`src/hw/conv_seq_defs.svh`:
```
// register offsets, field positions, reset values and timing counts
// for the conversion sequencer; included by the tick generator, the top and the bench
`ifndef CONV_SEQ_DEFS_SVH
`define CONV_SEQ_DEFS_SVH

`define OFF_CTRL_ZERO 12'h000
`define OFF_CTRL_ONE 12'h004
`define OFF_TRIG_SEL 12'h008
`define OFF_RES_HIGH 12'h00c
`define OFF_RES_LOW 12'h010
`define OFF_PERIPH_FLAG 12'h014
`define OFF_PERIPH_EN 12'h018
`define OFF_SAMPLE 12'h01c

`define CTRL0_ENABLE_BIT 0
`define CTRL0_GO_BIT 1
`define CTRL0_CHAN_LSB 2
`define CTRL1_PREF_LSB 0
`define CTRL1_NREF_BIT 2
`define CTRL1_CLKSEL_LSB 4
`define CTRL1_JUSTIFY_BIT 7
`define FLAG_DONE_BIT 0
`define EN_IRQ_BIT 0

`define RST_CTRL0 8'h00
`define RST_CTRL1 8'h00
`define RST_TRIG 5'h00

`define CONV_PERIODS 4'hb
`define RC_HALF_CYCLES 6'h1f
`define INSN_CYCLES 3'h4

`endif

```
`src/hw/conv_seq_pkg.sv`:
```
// types shared by the conversion sequencer files
// assumes conv_seq_defs.svh is on the include path
package conv_seq_pkg;
  typedef enum logic [1:0] {
    ST_IDLE,
    ST_DELAY,
    ST_CONVERT
  } seq_state_t;
endpackage

```
`src/hw/tad_tick_gen.sv`:
```
// conversion clock tick generator: one pulse per bit period
// assumes pclk is the system clock; the rc tick is derived locally
`include "conv_seq_defs.svh"
`timescale 1ns/1ps
`default_nettype none
module tad_tick_gen
  import conv_seq_pkg::*;
(
  input wire logic pclk, // system clock
  input wire logic presetn, // async reset, active low
  input wire logic run, // count only while converting
  input wire logic [2:0] clk_sel, // conv_clock_select field
  output logic tick // one-cycle bit period pulse
);
  typedef struct packed {
    logic [5:0] cnt;
    logic tick;
  } tick_state_t;
  tick_state_t s_reg;
  tick_state_t s_next;

  function automatic logic [5:0] div_limit(input logic [2:0] sel);
    unique case (sel)
      3'h0: div_limit = 6'h01; // /2
      3'h4: div_limit = 6'h03; // /4
      3'h1: div_limit = 6'h07; // /8
      3'h5: div_limit = 6'h0f; // /16
      3'h2: div_limit = 6'h1f; // /32
      3'h6: div_limit = 6'h3f; // /64
      default: div_limit = 6'h3f; // rc oscillator stand-in
    endcase
  endfunction

  // rc stand-in runs at a fixed rate, independent of the divided clock
  always_comb begin
    s_next = s_reg;
    s_next.tick = 1'b0;
    if (!run) begin
      s_next.cnt = 6'h00;
    end else if (s_reg.cnt >= div_limit(clk_sel)) begin
      s_next.cnt = 6'h00;
      s_next.tick = 1'b1;
    end else begin
      s_next.cnt = s_reg.cnt + 6'h01;
    end
  end

  always_ff @(posedge pclk or negedge presetn) begin
    if (!presetn) begin
      s_reg <= '0;
    end else begin
      s_reg <= s_next;
    end
  end

  assign tick = s_reg.tick;
endmodule // tad_tick_gen
`default_nettype wire

```
`src/hw/conv_seq_top.sv`:
```
// conversion sequencer: apb registers, start logic, bit period
// sequencing, result formatting and sleep handling
// assumes an apb master on pclk and same-clock trigger/sleep inputs
`include "conv_seq_defs.svh"
`timescale 1ns/1ps
`default_nettype none

// Notes on behaviour
// - clock select picks divider or rc
// - conversion takes eleven bit periods
// - done flag set every conversion
// - flag cleared only by software write
// - enabled flag raises irq, wakes sleep
// - justify bit picks result placement
// - unused result bits load zero
// - runs only when enabled; go starts
// - completion clears go, flags, loads result
// - reset restores registers, ends conversion
// - sleep conversions only with rc clock
// - rc start delayed one instruction
// - sleep, irq off: shut down after
// - sleep with divider clock aborts
// - trigger rising edge sets go
// - five-bit field selects trigger source
// - codes map sources in sequence
// - divided clock tracks system clock
// - irq gated by separate enable bit
// - disabled converter disconnects muxes
module conv_seq_top
  import conv_seq_pkg::*;
(
  input wire logic pclk, // system clock
  input wire logic presetn, // async reset, active low
  input wire logic psel, // apb select
  input wire logic penable, // apb access phase
  input wire logic pwrite, // apb write
  input wire logic [11:0] paddr, // apb byte address
  input wire logic [31:0] pwdata, // apb write data
  output logic [31:0] prdata, // apb read data
  output logic pready, // apb ready
  output logic pslverr, // apb error, unmapped
  input wire logic [15:0] trig_in, // trigger sources, same clock
  input wire logic sleep_mode, // core is in sleep
  output logic irq_req, // peripheral irq request
  output logic wake_req, // wake from sleep
  output logic conv_active, // analog front end powered
  output logic [5:0] chan_sel, // channel to sample, zero when off
  output logic [2:0] ref_sel // references, zero when off
);
  typedef struct packed {
    seq_state_t st;
    logic [7:0] ctrl0;
    logic [7:0] ctrl1;
    logic [4:0] trig_sel;
    logic [7:0] res_high;
    logic [7:0] res_low;
    logic done_flag;
    logic irq_en;
    logic [9:0] sample;
    logic [9:0] sar;
    logic [3:0] periods;
    logic [2:0] delay;
    logic trig_prev;
    logic shut;
    logic [31:0] rdata;
    logic ready;
    logic err;
    logic irq;
    logic active;
    logic [5:0] chan;
    logic [2:0] refs;
  } top_state_t;
  top_state_t s_reg;
  top_state_t s_next;

  logic tick;
  logic trig_now;
  logic wr_en;
  logic rd_en;

  function automatic logic is_rc(input logic [2:0] sel);
    is_rc = (sel[1:0] == 2'b11);
  endfunction

  function automatic logic is_mapped(input logic [11:0] a);
    is_mapped = (a == `OFF_CTRL_ZERO) || (a == `OFF_CTRL_ONE) ||
      (a == `OFF_TRIG_SEL) || (a == `OFF_RES_HIGH) ||
      (a == `OFF_RES_LOW) || (a == `OFF_PERIPH_FLAG) ||
      (a == `OFF_PERIPH_EN) || (a == `OFF_SAMPLE);
  endfunction

  tad_tick_gen u_tick (
    .pclk(pclk),
    .presetn(presetn),
    .run(s_reg.st == ST_CONVERT),
    .clk_sel(s_reg.ctrl1[`CTRL1_CLKSEL_LSB +: 3]),
    .tick(tick)
  );

  // code 0 and codes with bit 4 set select no source
  assign trig_now =
    (s_reg.trig_sel[4] || s_reg.trig_sel[3:0] == 4'h0) ? 1'b0 :
    trig_in[s_reg.trig_sel[3:0]];
  assign wr_en = psel && penable && pwrite;
  assign rd_en = psel && !penable && !pwrite;

  always_comb begin
    logic enabled;
    logic rc;
    logic go_set;
    logic done;
    logic [9:0] res;
    enabled = 1'b0;
    rc = 1'b0;
    go_set = 1'b0;
    done = 1'b0;
    res = '0;
    s_next = s_reg;
    enabled = s_reg.ctrl0[`CTRL0_ENABLE_BIT];
    rc = is_rc(s_reg.ctrl1[`CTRL1_CLKSEL_LSB +: 3]);
    s_next.trig_prev = trig_now;

    // apb: one wait-free access phase, error on unmapped address
    s_next.ready = psel && !penable;
    s_next.err = psel && !penable && !is_mapped(paddr);
    if (rd_en) begin
      unique case (paddr)
        `OFF_CTRL_ZERO: s_next.rdata = {24'h0, s_reg.ctrl0};
        `OFF_CTRL_ONE: s_next.rdata = {24'h0, s_reg.ctrl1 & 8'hf7};
        `OFF_TRIG_SEL: s_next.rdata = {27'h0, s_reg.trig_sel};
        `OFF_RES_HIGH: s_next.rdata = {24'h0, s_reg.res_high};
        `OFF_RES_LOW: s_next.rdata = {24'h0, s_reg.res_low};
        `OFF_PERIPH_FLAG: s_next.rdata = {31'h0, s_reg.done_flag};
        `OFF_PERIPH_EN: s_next.rdata = {31'h0, s_reg.irq_en};
        `OFF_SAMPLE: s_next.rdata = {22'h0, s_reg.sample};
        default: s_next.rdata = 32'h0;
      endcase
    end

    if (wr_en) begin
      unique case (paddr)
        `OFF_CTRL_ZERO: begin
          s_next.ctrl0 = pwdata[7:0];
          // go only honoured when already enabled
          if (pwdata[`CTRL0_GO_BIT] && enabled && pwdata[0]) begin
            go_set = 1'b1;
          end
          s_next.ctrl0[`CTRL0_GO_BIT] = s_reg.ctrl0[`CTRL0_GO_BIT];
        end
        `OFF_CTRL_ONE: s_next.ctrl1 = pwdata[7:0] & 8'hf7;
        `OFF_TRIG_SEL: s_next.trig_sel = pwdata[4:0];
        `OFF_PERIPH_FLAG: begin
          if (!pwdata[`FLAG_DONE_BIT]) begin
            s_next.done_flag = 1'b0;
          end
        end
        `OFF_PERIPH_EN: s_next.irq_en = pwdata[`EN_IRQ_BIT];
        `OFF_SAMPLE: s_next.sample = pwdata[9:0];
        default: ;
      endcase
    end

    // auto trigger: rising edge, not available in sleep
    if (trig_now && !s_reg.trig_prev && !sleep_mode && enabled &&
        s_reg.st == ST_IDLE && !s_reg.shut) begin
      go_set = 1'b1;
    end

    if (!s_next.ctrl0[`CTRL0_ENABLE_BIT]) begin
      s_next.shut = 1'b0;
    end
    unique case (s_reg.st)
      ST_IDLE: begin
        // a go held off by sleep starts once the core wakes
        if ((go_set || s_reg.ctrl0[`CTRL0_GO_BIT]) && !s_reg.shut) begin
          s_next.ctrl0[`CTRL0_GO_BIT] = 1'b1;
          s_next.sar = '0;
          s_next.periods = '0;
          if (rc) begin
            s_next.delay = `INSN_CYCLES;
            s_next.st = ST_DELAY;
          end else if (!sleep_mode) begin
            s_next.st = ST_CONVERT;
          end
        end
      end
      ST_DELAY: begin
        s_next.delay = s_reg.delay - 3'h1;
        if (s_reg.delay == 3'h1) begin
          s_next.st = ST_CONVERT;
        end
      end
      ST_CONVERT: begin
        if (sleep_mode && !rc) begin
          s_next.st = ST_IDLE;
          s_next.ctrl0[`CTRL0_GO_BIT] = 1'b0;
          s_next.shut = 1'b1;
        end else if (tick) begin
          // one bit decided per period, last period settles
          if (s_reg.periods < 4'ha) begin
            s_next.sar[4'h9 - s_reg.periods] =
              s_reg.sample[4'h9 - s_reg.periods];
          end
          s_next.periods = s_reg.periods + 4'h1;
          if (s_reg.periods == `CONV_PERIODS - 4'h1) begin
            done = 1'b1;
          end
        end
      end
      default: s_next.st = ST_IDLE;
    endcase
    if (done) begin
      res = s_reg.sar;
      s_next.st = ST_IDLE;
      s_next.ctrl0[`CTRL0_GO_BIT] = 1'b0;
      s_next.done_flag = 1'b1;
      if (s_reg.ctrl1[`CTRL1_JUSTIFY_BIT]) begin
        s_next.res_high = {6'h00, res[9:8]};
        s_next.res_low = res[7:0];
      end else begin
        s_next.res_high = res[9:2];
        s_next.res_low = {res[1:0], 6'h00};
      end
      if (sleep_mode && !s_reg.irq_en) begin
        s_next.shut = 1'b1;
      end
    end
    // disabling stops any conversion at once
    if (!s_next.ctrl0[`CTRL0_ENABLE_BIT]) begin
      s_next.st = ST_IDLE;
      s_next.ctrl0[`CTRL0_GO_BIT] = 1'b0;
    end
    // leaving sleep lifts the shutdown, enable bit never changed
    if (!sleep_mode) begin
      s_next.shut = 1'b0;
    end

    s_next.irq = s_next.done_flag && s_next.irq_en;
    s_next.active = s_next.ctrl0[`CTRL0_ENABLE_BIT] && !s_next.shut;
    s_next.chan = s_next.active ?
      s_next.ctrl0[`CTRL0_CHAN_LSB +: 6] : 6'h00;
    s_next.refs = s_next.active ? s_next.ctrl1[2:0] : 3'h0;
  end

  always_ff @(posedge pclk or negedge presetn) begin
    if (!presetn) begin
      s_reg <= '0;
      s_reg.st <= ST_IDLE;
      s_reg.ctrl0 <= `RST_CTRL0;
      s_reg.ctrl1 <= `RST_CTRL1;
      s_reg.trig_sel <= `RST_TRIG;
    end else begin
      s_reg <= s_next;
    end
  end

  assign prdata = s_reg.rdata;
  assign pready = s_reg.ready;
  assign pslverr = s_reg.err;
  assign irq_req = s_reg.irq;
  assign wake_req = s_reg.irq;
  assign conv_active = s_reg.active;
  assign chan_sel = s_reg.chan;
  assign ref_sel = s_reg.refs;
endmodule // conv_seq_top
`default_nettype wire

```
`config.mk`:
```
export PLATFORM = sky130hd
export DESIGN_NAME = conv_seq_top
export DESIGN_NICKNAME = d
export VERILOG_FILES = /design/src/hw/conv_seq_pkg.sv /design/src/hw/tad_tick_gen.sv /design/src/hw/conv_seq_top.sv
export VERILOG_INCLUDE_DIRS = /design/src /design/src/hw
export SDC_FILE = /design/constraint.sdc
export NUM_CORES = 1
export LEC_CHECK = 0
export BUFFER_PORTS_ARGS = -buffer_cell sky130_fd_sc_hd__buf_4
export CAP_MARGIN = 10
export CORE_ASPECT_RATIO = 0.6
export CORE_MARGIN = 2
export CORE_UTILIZATION = 55
export DETAILED_ROUTE_END_ITERATION = 8
export PLACE_DENSITY = 0.87
export SYNTH_ARGS = -nofsm -noshare
export SYNTH_HDL_FRONTEND = slang
export SYNTH_SLANG_ARGS = --single-unit
```
`constraint.sdc`:
```
create_clock -name pclk -period 2.75 [get_ports pclk]
set_input_delay 0.1375 -clock pclk [delete_from_list [all_inputs] [get_ports pclk]]
set_output_delay 0.1375 -clock pclk [all_outputs]
set_load 0.05 [all_outputs]
```
## Word level (Yosys, flattened, before mapping)

Cells that the tools add are included.

| cells by class | value |
|---|---|
| reduce and logical (&&, ||, !) cells | 49 |
| equality and inequality tests | 25 |
| add/sub/neg operators | 4 |
| mux-type cells | 62 |
| magnitude comparators | 5 |

Operators with widths:

| cell | number |
|---|---|
| $pmux W10 S8 | 1 |
| $eq A12 B5 Y1 const B | 4 |
| $pmux W6 S5 | 1 |
| $mux W1 | 28 |
| $mux W14 | 2 |
| $pmux W14 S2 | 1 |
| $eq A12 B4 Y1 const B | 2 |
| $mux W6 | 4 |
| $mux W21 | 1 |
| $mux W10 | 2 |
| $logic_and A1 B1 Y1 | 18 |
| $mux W17 | 1 |
| $mux W16 | 1 |
| $mux W8 | 2 |
| $mux W2 | 7 |
| $eq A12 B3 Y1 const B | 1 |
| $logic_not A12 Y1 | 1 |
| $mux W12 | 1 |
| $bwmux W10 | 1 |
| $lt A4 B5 Y1 const B | 2 |
| $logic_not A1 Y1 | 9 |
| $logic_or A1 B1 Y1 | 9 |
| $bmux W1 S4 | 2 |
| $ne A2 B2 Y1 const B | 4 |
| other kinds (31) | 40 |

| word-level totals | value |
|---|---|
| flip-flop bits (word level) | 121 |

## Longest topological paths before layout

Gate-level depths: netlist of the first run.

| logic depth | value |
|---|---|
| word-level depth | 15 |
| gate-level depth with buffers | 8 |
| depth with buffers taken out | 7 |

## Modules after synthesis

Synthesis of the first run repeated with hierarchy kept, for this count alone.

| second synthesis, totals | value |
|---|---|
| cell total of the unflattened synthesis | 530 |
| area total of the unflattened synthesis | 5562.8 sq um |

Modules (own cells, without submodules):

| module | cells an instance | area an instance (sq um) | times used | seq. area each (sq um) |
|---|---|---|---|---|
| conv_seq_top | 487 | 5138.7 | 1 | 2302.2 |
| tad_tick_gen | 43 | 424.2 | 1 | 175.2 |

## Worst setup path before layout of the first run

No wires, ideal clock.

| timing path | value |
|---|---|
| path type | register -> register |
| from | register s_reg[113] (netlist bit) |
| to | register s_reg[55] (netlist bit) |
| stages on the path, launching flop included | 8 |
| path buffers | 2 |
| library setup time | 0.123 ns |
| clock period less this slack | 2.094 ns |
| arrival | 1.971 ns |
| setup slack | 0.656 ns |
| cells stage by stage | dfrtp_1 -> clkbuf_1 -> or2_2 -> or3_1 -> o2bb2a_4 -> a211oi_4 -> buf_6 -> o2bb2ai_1 |

| between the ends | value |
|---|---|
| longest elaborated chain between the ends | 8 |
| elaborated cells on any way between the ends | 14 |
| those cells by class | 5 x eq/ne; 2 x mux; 7 x reduce/logical |

RTL lines:

| what | RTL line | text |
|---|---|---|
| start: declaration | conv_seq_top.sv:73 | `top_state_t s_reg;` |
| start signal: assignment | conv_seq_top.sv:253 | `s_reg <= s_next;` |
| $logic_not A2 Y1 | conv_seq_top.sv:165, conv_seq_top.sv:172 |  |
| $logic_and A1 B1 Y1 | conv_seq_top.sv:164 | `if (trig_now && !s_reg.trig_prev && !sleep_mode && enabled &&` |
| $logic_and A1 B1 Y1 | conv_seq_top.sv:165 | `s_reg.st == ST_IDLE && !s_reg.shut) begin` |
| $mux W1 | conv_seq_top.sv:164 |  |
| $logic_or A1 B1 Y1 | conv_seq_top.sv:175 | `` if ((go_set \|\| s_reg.ctrl0[`CTRL0_GO_BIT]) && !s_reg.shut) begin `` |
| $logic_and A1 B1 Y1 | conv_seq_top.sv:175 |  |
| $ne A2 B1 Y1 (no line) | -- |  |
| $reduce_and A5 Y1 (no line) | -- |  |

Parallel ways exist; a longest one is shown, timed or not.
A chain may end at the register's enable or synchronous reset.

## Worst setup path after layout of the first run

| timing path | value |
|---|---|
| from | register s_reg[113] (netlist bit) |
| to | register s_reg[61] (netlist bit) |

Same word-level chain as after synthesis.

==> tab_implementation.tex, run 1 <==
\begin{tabular}{lr}
\hline
Metric & Value \\
\hline
\multicolumn{2}{l}{\textbf{Global routing}} \\
\quad Overflow left after global routing & 0 \\
\quad Number of global-route vias before repair & roughly 4,200 \\
\quad Number of antenna violations at the first check in global routing & 0 \\
\quad Maximum number of pins on one net before global-route repair & between 50 and 60 \\
\quad Total GRT Usage & between 20\% and 30\% \\
\quad First-pass GRT wire length & between 20 and 25 mm \\
\multicolumn{2}{l}{\textbf{Synthesis}} \\
\quad Cells after Synth & 524 \\
\quad Cell area after synthesis & roughly 0.0054 mm2 \\
\quad Number of flops mapped to enable cells by yosys & 0 \\
\quad Yosys warning total & 0 \\
\quad Top cells by area, synth & sky130\_fd\_sc\_hd\_\_dfrtp\_1 (46\%), sky130\_fd\_sc\_hd\_\_mux2\_2 (6.9\%), sky130\_fd\_sc\_hd\_\_buf\_4 (5.9\%) \\
\quad Post-Syn Area per Cell & $\sim$10 um2 \\
\quad Area leader, netlist & sky130\_fd\_sc\_hd\_\_dfrtp\_1 \\
\quad Top-area cell type share of the netlist area & 46.01\% \\
\quad Post-synthesis cell type count & 59 \\
\quad Ys flop type & sky130\_fd\_sc\_hd\_\_dfrtp\_1 \\
\quad FFs w/ async S/R, synth & between 90\% and 100\% \\
\quad Fraction of the yosys area taken by sequential cells & 46.01\% \\
\quad Synth Register Bits & 99 \\
\multicolumn{2}{l}{\textbf{Power}} \\
\quad Clk pwr share & approximately two fifths \\
\quad Power density of the placed cells & about 510 mW/mm2 \\
\quad Static leakage power & 2.974 nW \\
\quad Net switching power figure & around 800 uW \\
\quad Switching part of the total & around 26\% \\
\quad Maximum VDD drop & between 0.3 and 0.4 mV \\
\quad Sequential share of power & between 40 and 50\% \\
\quad Internal power & between 2 and 2.5 mW \\
\quad Relative contribution of combinational cells to total power & 10.4\% \\
\multicolumn{2}{l}{\textbf{STA}} \\
\quad Shortest period the worst path allows & 2462 ps \\
\quad Worst relative slew slack & 44.26\% \\
\quad Fmax & 0.4062 GHz \\
\quad Final setup violation count & 0 \\
\quad Final WS setup & $\sim$290 ps \\
\quad Worst hold slack after final layout & around 24 ps \\
\quad Worst-margin pin slew & 836.1 ps \\
\quad Period utilization & $\sim$90\% \\
\quad Final setup skew & $\sim$8.4 ps \\
\quad Max Slew Vio Count & 0 \\
\quad Summed negative setup slack over all endpoints & 0 ps \\
\quad Hold Vio Cnt, Final & 0 \\
\quad Unrepaired setup endpoints after global routing & no \\
\multicolumn{2}{l}{\textbf{Setup path}} \\
\quad Launching point of the worst reg2reg path & s\_reg[113] \\
\quad Crit Path Class & reg2reg \\
\quad Number of cells traversed by the worst register-to-register path & 6 \\
\quad Slack of the worst reg-to-reg path & 290 ps \\
\quad Kind of start point of the critical path & register \\
\quad Crit Path Max Fanout & 13 \\
\quad Critical register-to-register path endpoint & s\_reg[61] \\
\quad Critical path required time & between 3000 and 4000 ps \\
\quad Endpoint type of the worst setup path & register \\
\quad Endpoint arrival time on the critical path & $\sim$2700 ps \\
\multicolumn{2}{l}{\textbf{Outcome}} \\
\quad Outcome & completed \\
\multicolumn{2}{l}{\textbf{Die}} \\
\quad Top Ports & 112 \\
\quad Core area & slightly above 0.009 mm2 \\
\quad Initial core utilization & between 50\% and 60\% \\
\quad Die area & 0.01062 mm2 \\
\quad Floorplan die width & approximately 130 um \\
\quad Std-Cell Rows & 27 \\
\quad Vertical die dimension & 80.64 um \\
\multicolumn{2}{l}{\textbf{Detailed routing}} \\
\quad Post-DRT Antenna Nets & 0 \\
\quad Post-detailed-route via-to-cell ratio & 5.925 \\
\quad Routed wire per std cell & 19.10 um \\
\quad Drt first-iter violations & 476 \\
\quad Via Count & about 4,200 \\
\quad WL final & $\sim$13 mm \\
\quad Number of detailed-route iterations in the first pass & 5 \\
\quad Remaining DRCs & 0 \\
\multicolumn{2}{l}{\textbf{Run}} \\
\quad Max Cap Violations & 0 \\
\multicolumn{2}{l}{\textbf{Min path}} \\
\quad Hold path depth & 2 \\
\quad Endpoint, Worst Hold & s\_reg[72] \\
\quad Critical hold path startpoint & pwdata[8] \\
\quad Path type of the worst min-delay path & in2reg \\
\multicolumn{2}{l}{\textbf{Placement}} \\
\quad Placed cell area & roughly 0.0058 mm2 \\
\quad Final RePlAce weighted congestion & 0.8929 \\
\quad DPL Wire Length & between 9 and 10 mm \\
\quad Port buffer count & 66 \\
\quad Setup WS pre-CTS & 261.3 ps \\
\multicolumn{2}{l}{\textbf{Clocking}} \\
\quad CTS root buf & sky130\_fd\_sc\_hd\_\_clkbuf\_16 \\
\quad Number of clock sinks seen by CTS & a little under 100 \\
\quad Clock latency of the later-clocked register in the worst-skew pair & around 350 ps \\
\quad Maximum buffer depth of the clock tree & 2 \\
\quad Post-CTS repair timing setup buffer count & 0 \\
\quad Max H-tree Level & 3 \\
\quad CTS buffer count & 9 \\
\quad Clock-pin slew of the registers on the worst-case setup and hold paths & 70 ps \\
\quad TritonCTS clock tree & done \\
\multicolumn{2}{l}{\textbf{Final layout}} \\
\quad Ant. Diodes & 0 \\
\quad Layout cells sized above 1 & 24.48\% \\
\quad Number of flip-flops under the largest register name & slightly below 70 \\
\quad Post-layout nets & around 650 \\
\quad Post-synthesis to final-layout area growth & 13.66\% \\
\quad Final Cell Area & between 0.006 and 0.007 mm2 \\
\hline
\end{tabular}
-- area by class of cell --
| type | count | area (um2) |
|---|---|---|
| Clock buffer | 10 | 239.0 |
| Clock inverter | 6 | 65.06 |
| Fill cell | 709 | 3238 |
| Inverter | 15 | 56.30 |
| Multi-Input combinational cell | 367 | 2520 |
| Sequential cell | 99 | 2477 |
| Tap cell | 130 | 162.7 |
| Timing Repair Buffer | 79 | 599.3 |
-- synthesized netlist by cell type (5+ instances only) --
library cell,instances
sky130_fd_sc_hd__a22oi_1,6
sky130_fd_sc_hd__o2bb2ai_1,6
sky130_fd_sc_hd__a31oi_1,9
sky130_fd_sc_hd__xnor2_1,5
sky130_fd_sc_hd__clkbuf_1,17
sky130_fd_sc_hd__and3_1,10
sky130_fd_sc_hd__and2_1,5
sky130_fd_sc_hd__a21o_1,7
sky130_fd_sc_hd__ha_1,15
sky130_fd_sc_hd__nor2_1,38
sky130_fd_sc_hd__nor3_1,7
sky130_fd_sc_hd__inv_1,15
sky130_fd_sc_hd__nand2_1,49
sky130_fd_sc_hd__mux2_2,33
sky130_fd_sc_hd__nand3_1,24
sky130_fd_sc_hd__nor2b_1,16
sky130_fd_sc_hd__mux2i_1,18
sky130_fd_sc_hd__o21ai_0,16
sky130_fd_sc_hd__buf_4,42
sky130_fd_sc_hd__dfrtp_1,99
sky130_fd_sc_hd__a21oi_1,17
sky130_fd_sc_hd__nand3b_1,6
-- through the flow --
step,power [mW],utilization (%),instances
after global placement,1.827,61.92,688
after floorplan,1.751,-,545
after global routing,3.183,65.40,706
after detailed placement,1.834,61.92,688
after CTS,3.106,65.28,705
final,3.097,65.40,706
-- power by group through the flow --
stage / logic (mW) / clock network, mW / registers [mW]
after global placement: 0.313 / 0 / 1.51
after CTS: 0.321 / 1.30 / 1.49
after detailed placement: 0.319 / 0 / 1.51
after floorplan: 0.233 / 0 / 1.52
final: 0.321 / 1.29 / 1.49
after global routing: 0.340 / 1.35 / 1.49
-- how the worst max path moves through the flow --
stage                           from           to  slack (ps)  cells past startpoint
final                     s_reg[113]    s_reg[61]         290                      6
after CTS                  s_reg[51]  chan_sel[0]         250                      6
after detailed placement   s_reg[51]  chan_sel[0]         260                      6
after global placement     s_reg[51]  chan_sel[0]         430                      6
after floorplan           s_reg[113]    s_reg[55]         660                      7
after global routing      s_reg[113]    s_reg[61]         140                      6
-- layout by cell type, fill, tap and decap left out, types with 3 or more instances in the layout --
cell,synthesis,layout
sky130_fd_sc_hd__dfrtp_1,99,99
sky130_fd_sc_hd__buf_4,42,77
sky130_fd_sc_hd__nand2_1,49,49
sky130_fd_sc_hd__nor2_1,38,38
sky130_fd_sc_hd__mux2_2,33,33
sky130_fd_sc_hd__nand3_1,24,24
sky130_fd_sc_hd__conb_1,1,22
sky130_fd_sc_hd__mux2i_1,18,18
sky130_fd_sc_hd__a21oi_1,17,17
sky130_fd_sc_hd__o21ai_0,16,16
sky130_fd_sc_hd__nor2b_1,16,16
sky130_fd_sc_hd__inv_1,15,15
sky130_fd_sc_hd__ha_1,15,15
sky130_fd_sc_hd__and3_1,10,10
sky130_fd_sc_hd__a31oi_1,9,9
sky130_fd_sc_hd__clkbuf_16,0,9
sky130_fd_sc_hd__nor3_1,7,7
sky130_fd_sc_hd__a21o_1,7,7
sky130_fd_sc_hd__nand3b_1,6,6
sky130_fd_sc_hd__a22oi_1,6,6
sky130_fd_sc_hd__o2bb2ai_1,6,6
sky130_fd_sc_hd__xnor2_1,5,5
sky130_fd_sc_hd__and2_1,5,5
sky130_fd_sc_hd__mux4_2,4,4
sky130_fd_sc_hd__o21a_1,4,4
sky130_fd_sc_hd__a221oi_1,4,4
sky130_fd_sc_hd__nand4_1,3,3
sky130_fd_sc_hd__xor2_1,3,3
sky130_fd_sc_hd__nor4_1,3,3
sky130_fd_sc_hd__a2111oi_0,3,3
-- per-layer routing --
metal / routed length (um) / vias up / share of wire (%) / GRT usage [%]
li1: - / 1881 / - / -
met1: 5970 / 2036 / 44 / 36.26
met2: 6011 / 244 / 45 / 42.15
met3: 1372 / 22 / 10 / 8.838
met4: 134 / 0 / 0.99 / 4.891
met5: 0 / - / 0 / 0
-- cell families (layout without fill, tap and decap cells) --
group,count (synthesis),after routing,share of synthesized area (%)
simple gates,176,176,16.38
mux,55,55,11.92
flops,99,99,46.01
other cells,1,22,0.06965
buf+inv,79,110,8.645
fa+ha+maj,15,15,3.486
compound gates,91,91,12.18
xor+xnor,8,8,1.301
-- worst max-delay path: stages (launching register included) --
cell and delay (ps):
sky130_fd_sc_hd__dfrtp_1 380, sky130_fd_sc_hd__buf_4 170, sky130_fd_sc_hd__nor2b_1 420, sky130_fd_sc_hd__nand4_1 590, sky130_fd_sc_hd__nor2_1 500, sky130_fd_sc_hd__a22oi_1 150
sky130_fd_sc_hd__nor2_1 160
-- repair_timing --
| action | in CTS | in global routing |
|---|---|---|
| resized for setup | 0 | 0 |
| endpoints found under the hold margin | 56 | 0 |
| hold buffers | 1 | 0 |
(Power assumes the default switching activity.)
==> run 2, diff against run 1 <==
Settings changed: CELL_PAD_IN_SITES_DETAIL_PLACEMENT set to 1, CELL_PAD_IN_SITES_GLOBAL_PLACEMENT set to 1, CORE_MARGIN 2 to unset, CORE_UTILIZATION 55 to 43, PLACE_DENSITY 0.87 to 0.88.
==> run 2 against run 1 <==
Sequential share of layout area down 0.40 points. Largest power group unchanged. Total power up 1.5%. Sequential power about the same. Critical path type unchanged. Register-to-register slack better by 60 ps. Critical endpoint is now s_reg[62]. Die area up 22%.
==> tab_implementation.tex, run 2 (synthesis gave the netlist of run 1 again) <==
\begin{tabular}{lr}
\hline
Metric & Value \\
\hline
\multicolumn{2}{l}{\textbf{Outcome}} \\
\quad Outcome & completed \\
\multicolumn{2}{l}{\textbf{Setup path}} \\
\quad Launching point of the worst reg2reg path & s\_reg[96] \\
\quad Number of cells traversed by the worst register-to-register path & 6 (unchanged) \\
\quad Endpoint arrival time on the critical path & 2590 ps (-140 ps) \\
\quad Crit Path Max Fanout & 14 (+1) \\
\quad Crit path largest cell delay & 530 ps (-60 ps) \\
\quad Endpoint type of the worst setup path & register \\
\quad Kind of start point of the critical path & register \\
\quad Critical path required time & 2940 ps (-80 ps) \\
\quad Critical-path cell list & or4b\_1 -> or3\_1 -> o2bb2a\_4 -> a211oi\_4 -> buf\_4 -> o21ai\_0 \\
\quad Crit Path Class & reg2reg \\
\quad Cell type of the slowest stage on the worst timing path & sky130\_fd\_sc\_hd\_\_or4b\_1 \\
\quad Slack of the worst reg-to-reg path & 350 ps (+60 ps) \\
\quad Critical register-to-register path endpoint & s\_reg[62] \\
\multicolumn{2}{l}{\textbf{STA}} \\
\quad Fmax & 0.4172 GHz (+2.7\%) \\
\quad Max Slew Vio Count & 0 (unchanged) \\
\quad Hold Vio Cnt, Final & 0 (unchanged) \\
\quad Final setup violation count & 0 (unchanged) \\
\quad Shortest period the worst path allows & 2397 ps (-64.62 ps) \\
\quad Period utilization & 87.17\% (-2.3 points) \\
\quad Summed negative setup slack over all endpoints & 0 ps (unchanged) \\
\quad Worst hold slack after final layout & 28.15 ps (+4.433 ps) \\
\quad Unrepaired setup endpoints after global routing & no \\
\quad Worst relative slew slack & 52.06\% (+7.8 points) \\
\quad Worst-margin pin slew & 719.1 ps (-117.0 ps) \\
\quad Final setup skew & 6.570 ps (-1.845 ps) \\
\multicolumn{2}{l}{\textbf{Detailed routing}} \\
\quad Remaining DRCs & 0 (unchanged) \\
\quad WL final & 15.25 mm (+13\%) \\
\quad Post-detailed-route via-to-cell ratio & 5.752 (-2.9\%) \\
\quad Post-DRT Antenna Nets & 0 (unchanged) \\
\quad Number of detailed-route iterations in the first pass & 5 (unchanged) \\
\quad Routed wire per std cell & 20.58 um (+7.7\%) \\
\quad Via Count & 4,262 (+1.9\%) \\
\quad Drt first-iter violations & 382 (-20\%) \\
\multicolumn{2}{l}{\textbf{Min path}} \\
\quad Endpoint, Worst Hold & s\_reg[73] \\
\quad Path type of the worst min-delay path & in2reg \\
\quad Hold path depth & 2 (unchanged) \\
\quad Critical hold path startpoint & pwdata[9] \\
\multicolumn{2}{l}{\textbf{Final layout}} \\
\quad Filler Cells Inserted & 1,360 (+92\%) \\
\quad Post-synthesis to final-layout area growth & 14.80\% \\
\quad Top library cells by usage in the layout, fill and taps aside & sky130\_fd\_sc\_hd\_\_dfrtp\_1 (99), sky130\_fd\_sc\_hd\_\_buf\_4 (77), sky130\_fd\_sc\_hd\_\_nand2\_1 (49), sky130\_fd\_sc\_hd\_\_nor2\_1 (38), sky130\_fd\_sc\_hd\_\_mux2\_2 (33) \\
\quad Most frequent standard cell in the layout excluding fill and tap cells & sky130\_fd\_sc\_hd\_\_dfrtp\_1 \\
\quad Ant. Diodes & 0 (unchanged) \\
\quad Final core area utilization & 50.91\% (-14 points) \\
\quad Area of all sequential standard cells & 0.002477 mm2 (unchanged) \\
\quad Multi-input logic area & 0.002520 mm2 (unchanged) \\
\quad Layout cells sized above 1 & 24.31\% (-0.17 points) \\
\quad Post-route insts no fill & 741 (+5.0\%) \\
\quad Number of flip-flops under the largest register name & 69 (unchanged) \\
\quad Post-layout nets & 652 (unchanged) \\
\multicolumn{2}{l}{\textbf{Placement}} \\
\quad DPL Wire Length & 10.93 mm (+13\%) \\
\quad Port buffer count & 66 (unchanged) \\
\quad Placed instance count & 724 (+5.2\%) \\
\quad Final RePlAce weighted congestion & 0.8765 (-1.8\%) \\
\multicolumn{2}{l}{\textbf{Clocking}} \\
\quad CTS buffer count & 9 (unchanged) \\
\quad Max H-tree Level & 3 (unchanged) \\
\quad Post-CTS repair timing setup buffer count & 0 (unchanged) \\
\quad TritonCTS clock tree & done \\
\quad CTS root buf & sky130\_fd\_sc\_hd\_\_clkbuf\_16 \\
\quad Clock latency of the later-clocked register in the worst-skew pair & 340 ps (about the same) \\
\quad Maximum buffer depth of the clock tree & 2 (unchanged) \\
\quad Number of clock sinks seen by CTS & 99 (unchanged) \\
\quad Clock-pin slew of the registers on the worst-case setup and hold paths & 70 ps (about the same) \\
\quad Number of gates given a new drive strength after cts & 0 (unchanged) \\
\multicolumn{2}{l}{\textbf{Run}} \\
\quad Max Cap Violations & 0 (unchanged) \\
\multicolumn{2}{l}{\textbf{Power}} \\
\quad Maximum VDD drop & 0.2976 mV (-5.5\%) \\
\quad Clk pwr share & 42.2\% (+0.6 points) \\
\quad Sequential share of power & 47.4\% (-0.6 points) \\
\quad Static leakage power & 2.982 nW (+0.29\%) \\
\quad Power density of the placed cells & 508.6 mW/mm2 (+0.49\%) \\
\quad Switching part of the total & 25.79\% (-0.057 points) \\
\quad Net switching power figure & 810.8 uW (+1.3\%) \\
\quad Internal power & 2.333 mW (+1.6\%) \\
\quad Relative contribution of combinational cells to total power & 10.4\% (about the same) \\
\quad Final Total Pwr & 3.144 mW (+1.5\%) \\
\multicolumn{2}{l}{\textbf{Die}} \\
\quad Core area & 0.01214 mm2 (+30\%) \\
\quad Floorplan die width & 146.5 um (+11\%) \\
\quad Initial core utilization & 44.35\% (-13 points) \\
\quad Vertical die dimension & 88.68 um (+10\%) \\
\quad Die area & 0.01299 mm2 (+22\%) \\
\quad Top Ports & 112 (unchanged) \\
\quad Std-Cell Rows & 31 (+15\%) \\
\multicolumn{2}{l}{\textbf{Global routing}} \\
\quad Total GRT Usage & 24.52\% (-2.1 points) \\
\quad First-pass GRT wire length & 24.25 mm (+11\%) \\
\quad Overflow left after global routing & 0 (unchanged) \\
\quad Number of antenna violations at the first check in global routing & 0 (unchanged) \\
\quad Number of global-route vias before repair & 4,387 (+4.0\%) \\
\quad Maximum number of pins on one net before global-route repair & 53 (-10\%) \\
\hline
\end{tabular}
==> run 2: changes by cell type in the layout (fill, tap and decap cells not counted), sizes merged <==
| cell | delta |
|---|---|
| clkbuf | +2 |
| clkinv | -3 |
| clkinvlp | -1 |
| inv | +2 |
==> run 2: critical path, delay by kind of cell, from the launching register on <==
| kind | cells | cell delay (ps) |
|---|---|---|
| DFF | 1 | 440 |
| and+or+nand+nor | 2 | 870 |
| buffers and inverters | 1 | 260 |
| AOI/OAI and AO/OA | 3 | 670 |
==> run 2: timing repair <==
action,4_1_cts,5_1_grt
hold endpoints to repair,51,0
setup endpoints to repair,0,0
hold buffers,1,0
==> run 2: worst max path at each step <==
| stage | endpoint | cells past startpoint | from | slack, ps |
|---|---|---|---|---|
| 2_1_floorplan | s_reg[55] | 7 | s_reg[113] | 660 |
| 6_report | s_reg[62] | 6 | s_reg[96] | 350 |
| 4_1_cts | s_reg[62] | 6 | s_reg[96] | 410 |
| 3_5_place_dp | s_reg[62] | 6 | s_reg[96] | 470 |
| 5_1_grt | s_reg[57] | 8 | s_reg[51] | 250 |
| 3_3_place_gp | s_reg[62] | 6 | s_reg[96] | 560 |
==> run 2: area by class of cell <==
type                    count  area share [%]
clock buffers              12           4.150
repair buffers             79           9.838
clock inverters             4          0.9109
multi-input cells         367           40.77
flip-flops and latches     99           40.08
inverters                  15          0.9109
well taps                 165           3.340
==> run 2: stage by stage <==
stage               worst slack [ps]  area [um2]
global placement               558.7        5858
detailed placement             473.6        5858
CTS                            406.6        6181
floorplan                      656.1        5463
finish                         352.9        6181
global route                   249.0        6181
==> run 2: power groups by stage <==
stage / Sequential (mW) / Clock [mW] / Combinational (mW)
after global placement: 1.51 / 0 / 0.316
after floorplan: 1.52 / 0 / 0.233
after detailed placement: 1.52 / 0 / 0.325
after global routing: 1.49 / 1.40 / 0.348
after CTS: 1.49 / 1.34 / 0.329
final: 1.49 / 1.33 / 0.328
==> run 2: routing by layer <==
layer	track usage (%)	vias up	wire length [um]
li1	-	1883	-
met3	6.804	18	1198
met5	0	-	0
met1	33.02	2162	6861
met4	5.871	0	187
met2	39.61	199	7000
